<file path="config.mk">
export PLATFORM = sky130hd
export DESIGN_NAME = spp_port
export DESIGN_NICKNAME = d
export VERILOG_FILES = /design/src/spp_pkg.sv /design/src/spp_port.sv
export SDC_FILE = /design/constraint.sdc
export NUM_CORES = 1
export LEC_CHECK = 0
export BUFFER_PORTS_ARGS = -buffer_cell sky130_fd_sc_hd__buf_2
export CORE_ASPECT_RATIO = 0.7
export CORE_MARGIN = 2
export CORE_UTILIZATION = 58
export DETAILED_ROUTE_END_ITERATION = 10
export PLACE_DENSITY_LB_ADDON = 0.25
export SYNTH_ARGS = -nofsm -noshare
export SYNTH_HDL_FRONTEND = slang
export SYNTH_SLANG_ARGS = --single-unit
</file>
<file path="constraint.sdc">
create_clock -name clk_sys_i -period 4.3 [get_ports clk_sys_i]
set_clock_uncertainty 0.05 [all_clocks]
set_input_delay 0.43 -clock clk_sys_i [delete_from_list [all_inputs] [get_ports clk_sys_i]]
set_output_delay 0.43 -clock clk_sys_i [all_outputs]
set_load 0.02 [all_outputs]
</file>
<file path="src/spp_pkg.sv">
// Purpose: Constants and state carrier for the six-pin port
// Assumes: 8-bit register port, 5-bit address
// Notes:   Direction bit 1 means input
package spp_pkg;
  localparam int  SPP_PINS = 6;
  localparam int  SPP_AW   = 5;
  localparam int  SPP_DW   = 8;
  localparam int  SPP_DIVW = 8;
  // Register addresses
  localparam logic [4:0] SPP_PIN_DATA_REG_ADDR       = 5'h00;
  localparam logic [4:0] SPP_PIN_DIRECTION_REG_ADDR  = 5'h01;
  localparam logic [4:0] SPP_PULLHIGH_ENABLE_REG_ADDR = 5'h02;
  localparam logic [4:0] SPP_PULLLOW_ENABLE_REG_ADDR = 5'h03;
  localparam logic [4:0] SPP_OPENDRAIN_ENABLE_REG_ADDR = 5'h04;
  localparam logic [4:0] SPP_LEVEL_CHANGE_SELECT_REG_ADDR = 5'h05;
  localparam logic [4:0] SPP_READ_TYPE_REG_ADDR      = 5'h06;
  localparam logic [4:0] SPP_INT_FLAG_REG_ADDR       = 5'h07;
  localparam logic [4:0] SPP_INT_ENABLE_REG_ADDR     = 5'h08;
  localparam logic [4:0] SPP_POWER_CONTROL_REG_ADDR  = 5'h09;
  localparam logic [4:0] SPP_POWER_CONTROL_REG1_ADDR = 5'h0a;
  localparam logic [4:0] SPP_IR_CONTROL_REG_ADDR     = 5'h0b;
  localparam logic [4:0] SPP_TIMER0_MODE_REG_ADDR    = 5'h0c;
  localparam logic [4:0] SPP_TIMER1_CONTROL_REG1_ADDR = 5'h0d;
  localparam logic [4:0] SPP_TIMER1_CONTROL_REG2_ADDR = 5'h0e;
  localparam logic [4:0] SPP_BUZZER1_CONTROL_REG_ADDR = 5'h0f;
  localparam logic [4:0] SPP_EXT_INT_EDGE_REG_ADDR   = 5'h10;
  // Field positions
  localparam int SPP_LCF_BIT    = 1;
  localparam int SPP_LCIE_BIT   = 1;
  localparam int SPP_EIS_BIT    = 6;
  localparam int SPP_GIE_BIT    = 7;
  localparam int SPP_IR_CARRIER_ENABLE_BIT   = 0;
  localparam int SPP_IRF_BIT    = 1;
  localparam int SPP_IRPOL_BIT  = 2;
  localparam int SPP_TIMER0_CLOCK_SOURCE_BIT   = 5;
  localparam int SPP_T0LCK_BIT  = 7;
  localparam int SPP_PWM_BIT    = 7;
  localparam int SPP_TIMER1_CLOCK_SOURCE_BIT   = 5;
  localparam int SPP_BZ_BIT     = 7;
  localparam int SPP_EDGE_BIT   = 0;
  localparam int SPP_PL_LSB     = 4;
  // Pin capability masks
  localparam logic [5:0] SPP_PH_MASK = 6'h37;
  localparam logic [5:0] SPP_PL_MASK = 6'h0f;
  // Reset values, mode codes and divider default
  localparam logic [5:0] SPP_DIR_RST = 6'h3f;
  localparam logic [5:0] SPP_ZERO6   = 6'h00;
  localparam logic [1:0] SPP_MODE_NORMAL  = 2'h0;
  localparam logic [1:0] SPP_MODE_STANDBY = 2'h2;
  localparam logic [7:0] SPP_INST_DIV = 8'h02;

  typedef struct packed {
    logic [5:0] sync1;
    logic [5:0] sync2;
    logic [5:0] sync3;
    logic [5:0] level;
    logic [5:0] prev;
    logic       lvl0_d;
    logic [5:0] data;
    logic [5:0] dir;
    logic [5:0] ph;
    logic [3:0] pl;
    logic [5:0] od;
    logic [5:0] lcs;
    logic [5:0] rdt;
    logic       lcf;
    logic       lcie;
    logic       ext_int_select;
    logic       edge_sel;
    logic       global_int_enable;
    logic       ir_carrier_enable;
    logic       irf;
    logic       irpol;
    logic       timer0_clock_source;
    logic       t0lck;
    logic       timer1_clock_source;
    logic       pwm_en;
    logic       bz_en;
    logic [7:0] rdata;
    logic [5:0] pad;
    logic [5:0] oe;
    logic [5:0] phe;
    logic [5:0] ple;
    logic       ext_int;
    logic       wake;
    logic       irq;
    logic       rst_req;
    logic       t0clk;
    logic       t1clk;
    logic [7:0] div;
    logic       iclk;
    logic       ien;
  } spp_state_t;
endpackage : spp_pkg

</file>
<file path="src/spp_port.sv">
// Purpose: Six-pin port with pulls, open drain, change flag, alt functions
// Assumes: Pads resolved outside from pad_o and pad_oe_o
// Notes:   Operation
// Operation
// RQ1 - Six pins, data and direction registers
// RQ2 - Pull-high per pin, none on pin 3
// RQ3 - Pull-low bits 7:4 for pins 3:0
// RQ4 - Open-drain per pin, pin 3 always
// RQ5 - Read returns pad or latch per pin
// RQ6 - Selected pin change sets change flag
// RQ7 - Irq needs flag, enable and global enable
// RQ8 - Select bit also enables wake-up
// RQ9 - Pin 0 external interrupt when selected
// RQ10 - External interrupt on chosen edge
// RQ11 - External interrupt masks pin 0 change
// RQ12 - IR carrier driven onto pin 1
// RQ13 - Pin 3 low requests reset when optioned
// RQ14 - Instruction clock on pin 4 optioned; code drives it only in normal and standby modes
// RQ15 - Pin 2 timer0 clock when selected
// RQ16 - Pin 2 timer1 clock when selected
// RQ17 - Pin 2 drives pwm or buzzer
// RQ18 - IR enable forces pin 1 output
// RQ19 - Pwm enable forces pin 2 output
// RQ20 - Change flag held until written zero
// RQ21 - Change compares level with previous sample
//
// The address-and-strobe port and the register addresses are this design's own decisions.
`timescale 1ns/100ps
`default_nettype none
module spp_port
  import spp_pkg::*;
#(
  parameter logic [7:0] INST_DIV = spp_pkg::SPP_INST_DIV
) (
  // Clock and reset
  input  wire logic                       clk_sys_i,
  input  wire logic                       rst_i,
  // Register port
  input  wire logic [spp_pkg::SPP_AW-1:0] addr_i,
  input  wire logic [spp_pkg::SPP_DW-1:0] wdata_i,
  input  wire logic                       wr_i,
  input  wire logic                       rd_i,
  output logic      [spp_pkg::SPP_DW-1:0] rdata_o,
  // Pads
  input  wire logic [5:0]                 pad_i,
  output logic      [5:0]                 pad_o,
  output logic      [5:0]                 pad_oe_o,
  output logic      [5:0]                 pullhigh_en_o,
  output logic      [5:0]                 pulllow_en_o,
  // Configuration and mode
  input  wire logic                       reset_pad_enable_i,
  input  wire logic                       inst_clk_out_enable_i,
  input  wire logic                       pb2_buzzer_sel_i,
  input  wire logic [1:0]                 op_mode_i,
  // Alternate function sources
  input  wire logic                       ir_carrier_i,
  input  wire logic                       pwm1_i,
  input  wire logic                       buzzer1_i,
  // Events and alternate function sinks
  output logic                            ext_int_signal_o,
  output logic                            wakeup_flag_set_o,
  output logic                            level_change_irq_o,
  output logic                            reset_request_o,
  output logic                            timer0_ext_clk_o,
  output logic                            timer1_ext_clk_o,
  output logic                            inst_clk_o
);
  import spp_pkg::*;

  spp_state_t state_reg;
  spp_state_t state_next;
  logic [5:0] change;
  logic [5:0] val;
  logic [5:0] drv;
  logic [5:0] odm;
  logic [5:0] rd_pins;
  logic       edge_hit;

  always_comb begin
    state_next = state_reg;
    change = SPP_ZERO6;
    val = SPP_ZERO6;
    drv = SPP_ZERO6;
    odm = SPP_ZERO6;
    rd_pins = SPP_ZERO6;
    edge_hit = 1'b0;
    // Three-stage synchroniser, change taken when stages two and three agree
    state_next.sync1 = pad_i;
    state_next.sync2 = state_reg.sync1;
    state_next.sync3 = state_reg.sync2;
    state_next.level = (~(state_reg.sync2 ^ state_reg.sync3) & state_reg.sync3)
                     | ((state_reg.sync2 ^ state_reg.sync3) & state_reg.level);
    // Instruction clock divider
    state_next.ien = 1'b0;
    if (state_reg.div >= INST_DIV - 8'h01) begin
      state_next.div = 8'h00;
      state_next.ien = 1'b1;
      state_next.iclk = ~state_reg.iclk;
    end else begin
      state_next.div = state_reg.div + 8'h01;
    end
    // Sample on every instruction clock edge
    if (state_reg.ien) begin
      state_next.prev = state_reg.level;
      change = (state_reg.level ^ state_reg.prev) & state_reg.lcs; // RQ21 RQ6
      if (state_reg.ext_int_select) begin
        change[0] = 1'b0; // RQ11
      end
    end
    state_next.wake = |change; // RQ8
    // External interrupt edge on pin 0
    state_next.lvl0_d = state_reg.level[0];
    edge_hit = state_reg.edge_sel ? (state_reg.level[0] & ~state_reg.lvl0_d)
                                  : (~state_reg.level[0] & state_reg.lvl0_d); // RQ10
    state_next.ext_int = state_reg.ext_int_select & edge_hit; // RQ9
    // Register writes
    if (wr_i) begin
      unique case (addr_i)
        SPP_PIN_DATA_REG_ADDR: state_next.data = wdata_i[5:0]; // RQ1
        SPP_PIN_DIRECTION_REG_ADDR: state_next.dir = wdata_i[5:0]; // RQ1
        SPP_PULLHIGH_ENABLE_REG_ADDR: state_next.ph = wdata_i[5:0];
        SPP_PULLLOW_ENABLE_REG_ADDR: state_next.pl = wdata_i[SPP_PL_LSB+3:SPP_PL_LSB];
        SPP_OPENDRAIN_ENABLE_REG_ADDR: state_next.od = wdata_i[5:0];
        SPP_LEVEL_CHANGE_SELECT_REG_ADDR: state_next.lcs = wdata_i[5:0];
        SPP_READ_TYPE_REG_ADDR: state_next.rdt = wdata_i[5:0];
        SPP_INT_FLAG_REG_ADDR: state_next.lcf = state_reg.lcf & wdata_i[SPP_LCF_BIT];
        SPP_INT_ENABLE_REG_ADDR: state_next.lcie = wdata_i[SPP_LCIE_BIT];
        SPP_POWER_CONTROL_REG_ADDR: state_next.ext_int_select = wdata_i[SPP_EIS_BIT];
        SPP_POWER_CONTROL_REG1_ADDR: state_next.global_int_enable = wdata_i[SPP_GIE_BIT];
        SPP_IR_CONTROL_REG_ADDR: begin
          state_next.ir_carrier_enable = wdata_i[SPP_IR_CARRIER_ENABLE_BIT];
          state_next.irf = wdata_i[SPP_IRF_BIT];
          state_next.irpol = wdata_i[SPP_IRPOL_BIT];
        end
        SPP_TIMER0_MODE_REG_ADDR: begin
          state_next.timer0_clock_source = wdata_i[SPP_TIMER0_CLOCK_SOURCE_BIT];
          state_next.t0lck = wdata_i[SPP_T0LCK_BIT];
        end
        SPP_TIMER1_CONTROL_REG1_ADDR: state_next.pwm_en = wdata_i[SPP_PWM_BIT];
        SPP_TIMER1_CONTROL_REG2_ADDR: state_next.timer1_clock_source = wdata_i[SPP_TIMER1_CLOCK_SOURCE_BIT];
        SPP_BUZZER1_CONTROL_REG_ADDR: state_next.bz_en = wdata_i[SPP_BZ_BIT];
        SPP_EXT_INT_EDGE_REG_ADDR: state_next.edge_sel = wdata_i[SPP_EDGE_BIT];
        default: ;
      endcase
    end
    // Set wins over a clear in the same cycle
    if (|change) begin
      state_next.lcf = 1'b1; // RQ6 RQ20
    end
    // Register reads, answer in the next cycle only
    rd_pins = (state_reg.rdt & state_reg.data) | (~state_reg.rdt & state_reg.level); // RQ5
    state_next.rdata = 8'h00;
    if (rd_i) begin
      unique case (addr_i)
        SPP_PIN_DATA_REG_ADDR: state_next.rdata = {2'b00, rd_pins};
        SPP_PIN_DIRECTION_REG_ADDR: state_next.rdata = {2'b00, state_reg.dir};
        SPP_PULLHIGH_ENABLE_REG_ADDR: state_next.rdata = {2'b00, state_reg.ph};
        SPP_PULLLOW_ENABLE_REG_ADDR: state_next.rdata = {state_reg.pl, 4'h0};
        SPP_OPENDRAIN_ENABLE_REG_ADDR: state_next.rdata = {2'b00, state_reg.od};
        SPP_LEVEL_CHANGE_SELECT_REG_ADDR: state_next.rdata = {2'b00, state_reg.lcs};
        SPP_READ_TYPE_REG_ADDR: state_next.rdata = {2'b00, state_reg.rdt};
        SPP_INT_FLAG_REG_ADDR: state_next.rdata[SPP_LCF_BIT] = state_reg.lcf;
        SPP_INT_ENABLE_REG_ADDR: state_next.rdata[SPP_LCIE_BIT] = state_reg.lcie;
        SPP_POWER_CONTROL_REG_ADDR: state_next.rdata[SPP_EIS_BIT] = state_reg.ext_int_select;
        SPP_POWER_CONTROL_REG1_ADDR: state_next.rdata[SPP_GIE_BIT] = state_reg.global_int_enable;
        SPP_IR_CONTROL_REG_ADDR: state_next.rdata = {5'h00, state_reg.irpol,
                                                     state_reg.irf, state_reg.ir_carrier_enable};
        SPP_TIMER0_MODE_REG_ADDR: begin
          state_next.rdata[SPP_TIMER0_CLOCK_SOURCE_BIT] = state_reg.timer0_clock_source;
          state_next.rdata[SPP_T0LCK_BIT] = state_reg.t0lck;
        end
        SPP_TIMER1_CONTROL_REG1_ADDR: state_next.rdata[SPP_PWM_BIT] = state_reg.pwm_en;
        SPP_TIMER1_CONTROL_REG2_ADDR: state_next.rdata[SPP_TIMER1_CLOCK_SOURCE_BIT] = state_reg.timer1_clock_source;
        SPP_BUZZER1_CONTROL_REG_ADDR: state_next.rdata[SPP_BZ_BIT] = state_reg.bz_en;
        SPP_EXT_INT_EDGE_REG_ADDR: state_next.rdata[SPP_EDGE_BIT] = state_reg.edge_sel;
        default: state_next.rdata = 8'h00;
      endcase
    end
    // Pin multiplexing, general purpose first
    val = state_reg.data;
    drv = ~state_reg.dir; // RQ1
    odm = state_reg.od; // RQ4
    odm[3] = 1'b1; // RQ4
    // Alternate functions drive push-pull
    if (state_reg.ir_carrier_enable) begin
      val[1] = ir_carrier_i & (state_reg.data[1] ^ state_reg.irpol); // RQ12
      drv[1] = 1'b1; // RQ18
      odm[1] = 1'b0;
    end
    if (state_reg.pwm_en && !pb2_buzzer_sel_i) begin
      val[2] = pwm1_i; // RQ17
      drv[2] = 1'b1; // RQ19
      odm[2] = 1'b0;
    end else if (state_reg.bz_en && pb2_buzzer_sel_i) begin
      val[2] = buzzer1_i; // RQ17
      drv[2] = 1'b1;
      odm[2] = 1'b0;
    end
    if (reset_pad_enable_i) begin
      drv[3] = 1'b0; // RQ13
    end
    if (inst_clk_out_enable_i &&
        (op_mode_i == SPP_MODE_NORMAL || op_mode_i == SPP_MODE_STANDBY)) begin
      val[4] = state_reg.iclk; // RQ14
      drv[4] = 1'b1;
      odm[4] = 1'b0;
    end
    state_next.pad = val;
    state_next.oe = drv & ~(odm & val); // RQ4
    state_next.phe = state_reg.ph & ~drv & SPP_PH_MASK; // RQ2
    state_next.ple = {2'b00, state_reg.pl} & ~drv & SPP_PL_MASK; // RQ3
    state_next.irq = state_reg.lcf & state_reg.lcie & state_reg.global_int_enable; // RQ7
    state_next.rst_req = reset_pad_enable_i & ~state_reg.level[3]; // RQ13
    state_next.t0clk = state_reg.timer0_clock_source & ~state_reg.t0lck & state_reg.level[2]; // RQ15
    state_next.t1clk = state_reg.timer1_clock_source & state_reg.level[2]; // RQ16
  end

  always_ff @(posedge clk_sys_i or posedge rst_i) begin
    if (rst_i) begin
      state_reg <= '0;
      state_reg.dir <= SPP_DIR_RST;
    end else begin
      state_reg <= state_next;
    end
  end

  assign rdata_o = state_reg.rdata;
  assign pad_o = state_reg.pad;
  assign pad_oe_o = state_reg.oe;
  assign pullhigh_en_o = state_reg.phe;
  assign pulllow_en_o = state_reg.ple;
  assign ext_int_signal_o = state_reg.ext_int;
  assign wakeup_flag_set_o = state_reg.wake;
  assign level_change_irq_o = state_reg.irq;
  assign reset_request_o = state_reg.rst_req;
  assign timer0_ext_clk_o = state_reg.t0clk;
  assign timer1_ext_clk_o = state_reg.t1clk;
  assign inst_clk_o = state_reg.iclk;
endmodule : spp_port
`default_nettype wire

</file>
# Yosys cells after proc, flatten, opt, wreduce, memory -nomap -nowiden
# Cells that the tools add are included.
[classes]
add_sub_neg = 1
multipliers = 0
div = 0
order_cmp = 1
n_eq_ne = 17
shift = 0
mux = 37
bitwise = 35
n_reduce_logical = 27
[op_table]
columns = ["op", "n"]
rows = [
  ["bitwise AND 6 bit", 8],
  ["equality test 5 x 4 -> 1 bit (second input constant)", 8],
  ["AND reduction 2 bit", 17],
  ["NOT 6 bit", 5],
  ["two-way mux 1 bit", 25],
  ["one-hot mux 3 bit (8 select lines)", 1],
  ["equality test 5 x 3 -> 1 bit (second input constant)", 4],
  ["one-hot mux 1 bit (9 select lines)", 2],
  ["two-way mux 8 bit", 2],
  ["two-way mux 13 bit", 1],
  ["OR 6 bit", 2],
  ["XOR 6 bit", 2],
  ["bitwise AND 1 bit", 11],
  ["equality test 5 x 2 -> 1 bit (second input constant)", 2],
  ["adder 8 x 1 -> 8 bit (second input constant)", 1],
  ["greater-or-equal comparator 8 x 1 -> 1 bit (second input constant)", 1],
  ["one-hot mux 1 bit (8 select lines)", 1],
  ["two-way mux 6 bit", 1],
  ["OR reduction 6 bit", 1],
  ["equality test 5 x 1 -> 1 bit (second input constant)", 1],
  ["equality test 5 bit (second input constant)", 1],
  ["zero test 5 bit", 1],
  ["NOT 1 bit", 5],
  ["one-hot mux 1 bit (5 select lines)", 1],
  ["other kinds (11)", 14],
]
[word_totals]
regBits = 129
latchBits = 0
mem_bits_rw = 0
rom_bits = 0
inputBits = 31
output_inout_bits = 39
mem_count = 0

# Logic depth before layout (Yosys ltp)
# Gate-level depths: netlist (run 1).
[depth]
depth_word = 7
ltp_mapped = 7
mapped_depth_nobuf = 5

# Worst setup path after synthesis (run 1)
# OpenSTA, ideal clock, no wires.
[synth_timing]
kind = "input to register"
startpoint = "input wr_i"
endpoint = "register state_reg[53] in the netlist's numbering"
setup_time_ns = 0.128
arrival_ns = 1.575
required_time_ns = 4.122
path_slack_ns = 2.548
stages = 5
n_path_buf = 1
cell_sequence = "buf_2 -> nand2_1 -> or3_1 -> nor2_2 -> mux2_1"
[synth_between]
elab_chain_cells = 1
[synth_lines]
columns = ["item", "line_no", "text"]
rows = [
  ["start: declaration", "spp_port.sv:41", "input wire logic wr_i,"],
  ["AND reduction 2 bit (no source line)", "n/a", ""],
  ["end signal: assignment", "spp_port.sv:223", "state_reg <= state_next;"],
  ["end: declaration", "spp_port.sv:70", "spp_state_t state_reg;"],
]
# No other way between the ends.
# A chain may end at the register's enable or synchronous reset.

# Final worst setup path (run 1)
[layout_timing]
startpoint = "input addr_i[2] in the netlist's numbering"
endpoint = "register state_reg[69] in the netlist's numbering"
[layout_between]
elab_chain_cells = 2
[layout_lines]
columns = ["item", "line_no", "text"]
rows = [
  ["start: declaration", "spp_port.sv:39", "input wire logic [spp_pkg::SPP_AW-1:0] addr_i,"],
  ["equality test 5 x 3 -> 1 bit", "spp_port.sv:118", "unique case (addr_i)"],
  ["AND reduction 2 bit (no source line)", "n/a", ""],
]
# No other way between the ends.

==> metrics.txt, run 1 <==
Final setup viols 0; Routed WL 12.06 mm; RD Place Congestion 0.9028; I/O Buffers 65; Worst slew margin 48.15%; max-cap violations 0; Overall Power 3.257 mW; Die W 121.9 µm; Synth Area in Simple Gates 12.30%; Netlist Area Pre-Place 5647 µm²; CTS resizes 0; Yosys reg bits 129; CTS hold repair buffers 0; DR vias/cell 5.671; Worst-path clk slew 0.05 ns; fill count 702; peak supply drop 0.3243 mV; Detailed Place HPWL 8.242 mm; Die H 86.55 µm; CP Data Required Time 4.53 ns; Setup Buffers After CTS 0; diode count 0; Pwr per Cell Area 509.4 nW/µm²; Static Leakage 2.987 nW; largest family of logic cells by synthesized area multiplexers; routed len/inst 19.27 µm; commonest non-fill, non-tap cell in the layout dfrtp_1; Max Fclk 496.5 MHz; most frequent cells in the layout dfrtp_1, buf_2, mux2_2; initial antenna violation count 1; Starting Density 58.99%; clock net sink count 129; final hold viol count 0; DR iter-0 viols 401; Post-Synth XOR/XNOR Area 1.241%; core area 9572 µm²; number of synthesized flops with an enable pin 0; placed insts 594; Synth Area per Inst 12.86 µm²; prevailing post-synth register cell dfrtp_1; setup TNS after final layout 0 ns; Mapped Cells 439; CTS H-tree lvls 4; Crit Path Max Fanout 25; Rows 30; non-filler cells, final 626; crit path kind in2reg; Num CTS Buffers 17; Final Cycle Share 46.84%; Max clock buf depth 2; Adder-Cell Fraction of Synth Area 1.728%; area occupied by multi-input gates 2086 µm²; die area 10550 µm²; Synth Area in Compound Gates 6.869%; Max Transition Viols Final 0; Synth cell types 66; io pins 70; synth-to-layout area growth 13.25%; Clock Tree Root clkbuf_16; clk_lat worst skew 0.40 ns; mux cell area share after synthesis 14.27%; drt drc 0; nets 519; crit path DAT 2.25 ns; ys async rst share 100.0%; Congestion Overflow GR 0; class of the worst hold path in2reg; Overall Global Routing Usage 24.86%; via count 3550; Tmin final 2.014 ns; layout cells sized above 1 31.53%; max reg flops 70; Final ANT Viol Nets 0; Initial DRT Pass Iterations 7; vias in the first global route 3475; pin count of the biggest net entering global routing 57; register area 3236 µm²; CP Launch Type primary input; status finished clean; Slew @ Worst Pin 0.7761 ns; first-pass GRT wire length 19.13 mm; YS warnings 0; CTS tree done; CP endpoint kind flop; register area share after synthesis 57.30%; RSZ-0062 raised after global routing false
==> synthesized netlist by cell type, types with 6 or more instances <==
cell type | n | share of area (%)
o21ai_0 | 9 | 0.80
buf_2 | 11 | 0.97
a22oi_1 | 6 | 0.80
nand2_1 | 20 | 1.3
nor2b_1 | 6 | 0.66
maj3_1 | 6 | 1.1
a21oi_1 | 13 | 1.2
mux2_4 | 6 | 1.6
mux2_1 | 27 | 5.4
nand3_1 | 11 | 0.97
dfstp_2 | 6 | 2.8
dfrtp_1 | 123 | 55
nor2_1 | 13 | 0.86
inv_1 | 8 | 0.53
xor2_1 | 7 | 1.1
buf_4 | 32 | 4.3
and3_1 | 9 | 1.0
mux2_2 | 33 | 6.6
==> logic make-up (layout without fill, tap and decap cells) <==
| logic type | count (synthesis) | count (layout) |
|---|---|---|
| flip-flops | 129 | 129 |
| AND/OR/NAND/NOR | 111 | 111 |
| multiplexers | 70 | 70 |
| buffers and inverters | 56 | 108 |
| AO/OA/AOI/OAI | 55 | 55 |
| adder cells (fa/ha/maj) | 9 | 9 |
| XOR/XNOR | 8 | 8 |
| other | 1 | 8 |
==> per-layer routing <==
metal	part of all wire (%)	GRT usage, %	up-vias
li1	-	-	1621
met1	46	35.43	1764
met2	45	36.21	139
met3	7.7	7.566	24
met4	1.9	9.300	2
met5	0.12	0	-
==> cell type report <==
| cell class | count | share of cell area [%] |
|---|---|---|
| timing repair buffer | 67 | 5.322 |
| multi-input combinational | 261 | 32.62 |
| inverter | 9 | 0.5674 |
| sequential | 129 | 50.60 |
| clock buffer | 26 | 7.494 |
| tap | 128 | 2.504 |
| clock inverter | 6 | 0.9000 |
==> per-stage QoR <==
step | hold WS [ns] | setup WS (ns) | utilization [%] | area, µm²
floorplan | 0.2812 | 0.3889 | - | 5673
global placement | 0.2842 | 1.947 | 61.20 | 5858
detailed placement | 0.2871 | 1.934 | 61.20 | 5858
CTS | 0.06791 | 2.350 | 66.81 | 6395
global route | 0.06299 | 2.223 | 66.81 | 6395
finish | 0.08104 | 2.286 | 66.81 | 6395
==> worst max-delay path: stages <==
cell and delay [ns]:
buf_2 0.39, nor2b_1 0.70, nand3_2 0.32, mux2_1 0.39
==> power breakdown <==
| part | switching (mW) | internal [mW] |
|---|---|---|
| Combinational | 0.236 | 0.194 |
| Clock | 0.478 | 0.821 |
| Sequential | 0.135 | 1.39 |
==> worst paths after layout <==
| path | depth (start not counted) | to | slack (ns) | from |
|---|---|---|---|---|
| setup / recovery | 4 | state_reg[69]$_DFFE_PP0P_ | 2.29 | addr_i[2] |
| hold / removal | 1 | state_next[120]$_DFF_PP0_ | 0.08 | pad_i[0] |
| setup reg to reg | 4 | inst_clk_o$_DFFE_PP0N_ | 2.69 | state_reg[2]$_DFF_PP0_ |
| hold reg to reg | 0 | state_next[118]$_DFF_PP0_ | 0.30 | state_next[124]$_DFF_PP0_ |
| max in group asynchronous | 3 | state_reg[91]$_DFFE_PP1P_ | 3.13 | rst_i |
| min in group asynchronous | 2 | pullhigh_en_o[4]$_DFF_PP0_ | 0.09 | rst_i |
Power figures use the tool's default switching activity.
==> run 2: changes to the inputs <==
--- a/config.mk
+++ b/config.mk
@@ -5,6 +5,7 @@
 export SDC_FILE = /design/constraint.sdc
 export NUM_CORES = 1
 export LEC_CHECK = 0
+export ABC_AREA = 1
 export BUFFER_PORTS_ARGS = -buffer_cell sky130_fd_sc_hd__buf_2
 export CORE_ASPECT_RATIO = 0.7
 export CORE_MARGIN = 2
==> constraint.sdc (replaced) <==
create_clock -name clk_sys_i -period 2 [get_ports clk_sys_i]
set_clock_uncertainty 0.05 [all_clocks]
set_input_delay 0.2 -clock clk_sys_i [delete_from_list [all_inputs] [get_ports clk_sys_i]]
set_output_delay 0.2 -clock clk_sys_i [all_outputs]
set_load 0.02 [all_outputs]
==> metrics.txt, run 2 <==
Worst slew margin 65.48% (+17 points); via count 4036 (+14%); class of the worst hold path in2reg; Yosys top cell area share 55.17% (+0.66 points); clock net sink count 129 (unchanged); Final ANT Viol Nets 0 (unchanged); initial antenna violation count 0 (-1); Congestion Overflow GR 0 (unchanged); final hold viol count 0 (unchanged); RSZ-0062 raised after global routing false; internal power 5.129 mW (+110%); register area share after synthesis 58.00% (+0.69 points); ys async rst share 100.0% (unchanged); status finished clean; CTS H-tree lvls 4 (unchanged); Mapped Cells 572 (+30%); Synth cell types 36 (-45%); RD Place Congestion 0.9255 (+2.5%); Final Cycle Share 73.37%; Worst-path clk slew 0.06 ns (about the same); Max clock buf depth 2 (unchanged); Yosys reg bits 129 (unchanged); fill count 722 (+2.8%); commonest non-fill, non-tap cell in the layout nand2_1; CTS tree done; Pwr per Cell Area 1103 nW/µm² (+120%); drt drc 0 (unchanged); CP endpoint kind flop; peak supply drop 0.6305 mV (+94%); Critical Path Start state_reg[2]$_DFF_PP0_; post-synth top area cell dfrtp_1; I/O Buffers 65 (unchanged); Final setup viols 0 (unchanged); Die H 86.06 µm (-0.57%); worst hold start op_mode_i[0]; first-pass GRT wire length 19.91 mm (+4.1%); Initial DRT Pass Iterations 5 (-2); io pins 70 (unchanged); Rows 29 (-3.3%); core area 9216 µm² (-3.7%); Hold Slack 0.01410 ns (-0.06695 ns); clock share of power 41.8% (+1.9 points); most frequent cells in the layout nand2_1, dfrtp_1, buf_2; Netlist Area Pre-Place 5579 µm² (-1.2%); crit path kind reg2reg; routed len/inst 15.71 µm (-18%); Die W 121.2 µm (-0.58%); Detailed Place HPWL 8.232 mm (-0.12%); prevailing post-synth register cell dfrtp_1; Num CTS Buffers 17 (unchanged); Synth Area per Inst 9.754 µm² (-24%); Clock Tree Root clkbuf_16; diode count 0 (unchanged); CTS resizes 0 (unchanged); Comb pwr share 12.7% (-0.5 points); Tmin final 1.467 ns; Max Fclk 681.5 MHz; RR Startpoint state_reg[2]$_DFF_PP0_; nets 668 (+29%); setup TNS after final layout 0 ns (unchanged); Slew @ Worst Pin 0.5179 ns (-0.2583 ns); Crit Path Max Fanout 5 (-80%); pin count of the biggest net entering global routing 103 (+81%); max-cap violations 0 (unchanged); YS warnings 0 (unchanged); DR iter-0 viols 366 (-8.7%); most area-consuming cells after synthesis dfrtp_1, nand2_1, buf_4, inv_1, o21ai_2; Routed WL 12.11 mm (+0.42%); crit path DAT 1.71 ns (-0.54 ns); CP Launch Type flop; synth-to-layout area growth 16.04%; layout cells sized above 1 24.73% (-6.8 points); DR vias/cell 5.235 (-7.7%); Overall Global Routing Usage 25.34% (+0.48 points); most common cell in the netlist nand2_1; Post-synth top cells nand2_1, dfrtp_1, inv_1; Seq pwr share 45.5% (-1.4 points); CP Data Required Time 2.24 ns (-2.29 ns); Psw 2.012 mW (+140%); vias in the first global route 4077 (+17%); die area 10430 µm² (-1.1%); number of synthesized flops with an enable pin 0 (unchanged); Starting Density 60.53% (+1.5 points); Max Transition Viols Final 0 (unchanged); Switching Fraction 28.18% (+2.1 points); max reg flops 70 (unchanged); final worst setup slack 0.5326 ns (-1.753 ns); DP Worst Slack 0.4743 ns (-1.460 ns); clk_lat worst skew 0.41 ns (about the same); Static Leakage 3.227 nW (+8.0%)
-- run 2: cell count changes in the layout (fill, tap and decap cells not counted), moves of 21 or more --
| cell | delta |
|---|---|
| nand2_1 | +129 |
| inv_1 | +42 |
| mux2_2 | -33 |
| mux2_1 | -27 |
| o21ai_2 | +21 |
-- run 2: critical path, stage by stage (launching register included) --
cell and delay [ns]:
dfrtp_1 0.42, ha_1 0.21, nor4_1 0.27, nand2_1 0.21, xor2_1 0.18
-- run 2: final timing paths --
check                                                 end  slack [ns]  cells after the start
worst max-delay path               inst_clk_o$_DFFE_PP0N_        0.53                      4
worst min-delay path                   pad_o[4]$_DFF_PP0_        0.01                      4
worst max register to register     inst_clk_o$_DFFE_PP0N_        0.53                      4
worst min register to register  state_next[117]$_DFF_PP0_        0.30                      0
max in group asynchronous       state_reg[90]$_DFFE_PP1P_        1.05                      4
min in group asynchronous       state_next[123]$_DFF_PP0_        0.40                      4
-- run 2: stage by stage --
step           area (µm²)  instances  util, %  power (mW)
6_report             6474        771    70.24       7.141
5_1_grt              6474        771    70.24       7.443
4_1_cts              6474        771    70.24       7.158
3_5_place_dp         5793        728    62.86       4.171
3_3_place_gp         5793        728    62.86       4.123
2_1_floorplan        5609        579        -       3.947
-- run 2: logic make-up after synthesis --
| kind of cell | synth area share (%) |
|---|---|
| AND/OR/NAND/NOR | 20.79 |
| other | 0.06722 |
| adder cells (fa/ha/maj) | 1.749 |
| buffers and inverters | 9.531 |
| XOR/XNOR | 0.4710 |
| flip-flops | 58.00 |
| AO/OA/AOI/OAI | 9.397 |
-- run 2: layout make-up --
| type | instances | area [µm²] | share of cell area [%] |
|---|---|---|---|
| inverter | 55 | 211.5 | 3.266 |
| multi-input combinational | 353 | 1838 | 28.39 |
| clock inverter | 15 | 145.1 | 2.242 |
| timing repair buffer | 78 | 462.9 | 7.151 |
| tap | 124 | 155.1 | 2.397 |
| sequential | 129 | 3236 | 49.98 |
| clock buffer | 17 | 425.4 | 6.571 |
-- run 2: repair_timing --
item | CTS | global route
buffers inserted | 0 | 0
endpoints found under the hold margin | 135 | 0
hold buffers | 11 | 0
-- run 2: metal layers --
layer / part of all wire, % / wire [µm] / vias up / global-route usage (%)
li1: - / - / 1920 / -
met1: 46 / 5529 / 1925 / 36.61
met2: 45 / 5390 / 170 / 36.41
met3: 8.2 / 995 / 21 / 7.181
met4: 1.6 / 196 / 0 / 10.34
met5: 0 / 0 / - / 0
-- run 2: power groups by stage --
stage / combinational [mW] / sequential, mW / clock (mW)
after floorplan: 0.708 / 3.24 / 0
after global placement: 0.860 / 3.26 / 0
after detailed placement: 0.890 / 3.28 / 0
after CTS: 0.915 / 3.24 / 3.00
after global routing: 1.03 / 3.29 / 3.13
final: 0.910 / 3.25 / 2.98
==> run 3: changes to the inputs <==
==> constraint.sdc (replaced) <==
create_clock -name clk_sys_i -period 1.4 [get_ports clk_sys_i]
set_clock_uncertainty 0.05 [all_clocks]
set_input_delay 0.14 -clock clk_sys_i [delete_from_list [all_inputs] [get_ports clk_sys_i]]
set_output_delay 0.14 -clock clk_sys_i [all_outputs]
set_load 0.02 [all_outputs]
==> metrics.txt, run 3 (synthesis gave the netlist of run 2 again) <==
nets 686 (+2.7%); Overall Global Routing Usage 25.90% (+0.56 points); status finished clean; CTS tree done; Overall Power 10.13 mW (+42%); CP max stage cell dfrtp_1; CP Launch Type flop; core area 9216 µm² (unchanged); pin count of the biggest net entering global routing 81 (-21%); Psw 2.914 mW (+45%); CP Cell Sequence ha_2 -> nor4_2 -> nand2_2 -> xor2_1; DR vias/cell 5.255 (+0.38%); CP endpoint kind flop; Tmin final 1.317 ns (-0.1502 ns); final worst setup slack 0.08275 ns (-0.4498 ns); diode count 0 (unchanged); DP Area 5923 µm² (+2.2%); layout cells sized above 1 26.62% (+1.9 points); Reg2Reg Setup Slack 0.08 ns (-0.45 ns); post-layout util 72.10% (+1.9 points); Hold Slack 0.002143 ns (-0.01195 ns); non-filler cells, final 789 (+2.3%); Final ANT Viol Nets 0 (unchanged); RSZ-0062 raised after global routing false; first-pass GRT wire length 20.18 mm (+1.4%); DP Worst Slack 0.02163 ns (-0.4526 ns); Static Leakage 3.314 nW (+2.7%); Max clock buf depth 2 (unchanged); Comb pwr share 13.3% (+0.6 points); via count 4146 (+2.7%); max-cap violations 0 (unchanged); Final setup viols 0 (unchanged); synth-to-layout area growth 19.11%; placed insts 742 (+1.9%); internal power 7.217 mW (+41%); clock net sink count 129 (unchanged); peak supply drop 0.9985 mV (+58%); CP endpoint inst_clk_o$_DFFE_PP0N_; Starting Density 60.53% (unchanged); Die W 121.2 µm (unchanged); routed len/inst 15.72 µm (about the same); class of the worst hold path in2reg; CP Data Required Time 1.64 ns (-0.60 ns); Num CTS Buffers 17 (unchanged); RD Place Congestion 0.9721 (+5.0%); clock share of power 40.8% (-1.0 points); area occupied by multi-input gates 1849 µm² (+0.61%); final hold viol count 0 (unchanged); Setup Buffers After CTS 0 (unchanged); Die H 86.06 µm (unchanged); vias in the first global route 4034 (-1.1%); Critical Path Start state_reg[2]$_DFF_PP0_; clk_lat worst skew 0.41 ns (about the same); DR iter-0 viols 309 (-16%); Switching Fraction 28.76% (+0.58 points); CTS H-tree lvls 4 (unchanged); Max Fclk 759.2 MHz (+11%); crit path kind reg2reg; RR Startpoint state_reg[2]$_DFF_PP0_; Congestion Overflow GR 0 (unchanged); I/O Buffers 65 (unchanged); io pins 70 (unchanged); Pwr per Cell Area 1524 nW/µm² (+38%); max reg flops 70 (unchanged); crit path DAT 1.56 ns (-0.15 ns); Worst path max stage delay 0.41 ns (about the same); worst reg2reg endpoint inst_clk_o$_DFFE_PP0N_; Routed WL 12.41 mm (+2.4%); initial antenna violation count 0 (unchanged); R2R cell count 4 (unchanged); drt drc 0 (unchanged); Crit Path Max Fanout 5 (unchanged); most frequent cells in the layout nand2_1, dfrtp_1, buf_2; Final Cycle Share 94.09% (+21 points); Max Transition Viols Final 0 (unchanged); fill count 695 (-3.7%); Rows 29 (unchanged); Clock Tree Root clkbuf_16; Min-Delay Path Depth 3 (-1); Detailed Place HPWL 8.347 mm (+1.4%); register area 3236 µm² (unchanged); die area 10430 µm² (unchanged); design area 6645 µm² (+2.6%); Worst-path clk slew 0.06 ns (about the same); Seq pwr share 45.9% (+0.4 points); setup TNS after final layout 0 ns (unchanged); commonest non-fill, non-tap cell in the layout nand2_1; Initial DRT Pass Iterations 5 (unchanged)
run 3: cell count changes in the layout (fill, tap and decap cells not counted), sizes merged:
| cell | before | now |
|---|---|---|
| buf | 67 | 81 |
| dlygate4sd3 | 11 | 15 |
| inv | 53 | 57 |
| clkinv | 9 | 6 |
| bufinv | 2 | 1 |
run 3: how the worst min path moves through the flow:
stage | startpoint | to
after floorplan | pad_i[0] | state_next[120]$_DFF_PP0_
after global placement | pad_i[0] | state_next[120]$_DFF_PP0_
after detailed placement | pad_i[0] | state_next[120]$_DFF_PP0_
after CTS | buzzer1_i | pad_o[2]$_DFF_PP0_
after global routing | buzzer1_i | pad_o[2]$_DFF_PP0_
final | buzzer1_i | pad_o[2]$_DFF_PP0_
run 3: power groups by stage:
stage | clock, mW | sequential [mW] | combinational (mW)
after floorplan | 0 | 4.63 | 1.01
after global placement | 0 | 4.67 | 1.26
after detailed placement | 0 | 4.69 | 1.31
after CTS | 4.18 | 4.64 | 1.36
after global routing | 4.39 | 4.70 | 1.50
final | 4.13 | 4.65 | 1.35
run 3: area by class of cell:
| type | instances | area share (%) |
|---|---|---|
| clock inverters | 15 | 2.034 |
| well taps | 124 | 2.335 |
| clock buffers | 17 | 6.402 |
| flip-flops and latches | 129 | 48.69 |
| multi-input cells | 353 | 27.83 |
| inverters | 55 | 3.182 |
| repair buffers | 96 | 9.527 |
run 3: worst max-delay path: cells and delay by family (launching register included):
family	cells	cell delay, ns
xor+xnor	1	0.17
fa+ha+maj	1	0.20
flops	1	0.41
simple gates	2	0.36
run 3: layer usage:
metal	up-vias	track usage, %	share of wire (%)
li1	1963	-	-
met1	2000	36.64	45
met2	165	37.95	45
met3	18	8.976	9.3
met4	0	8.359	1.5
met5	-	0	0
run 3: what timing repair did:
item | in CTS | in global routing
endpoints found under the hold margin | 139 | 0
resized for setup | 0 | 3
endpoints found under the setup margin | 0 | 1
hold buffers | 15 | 0
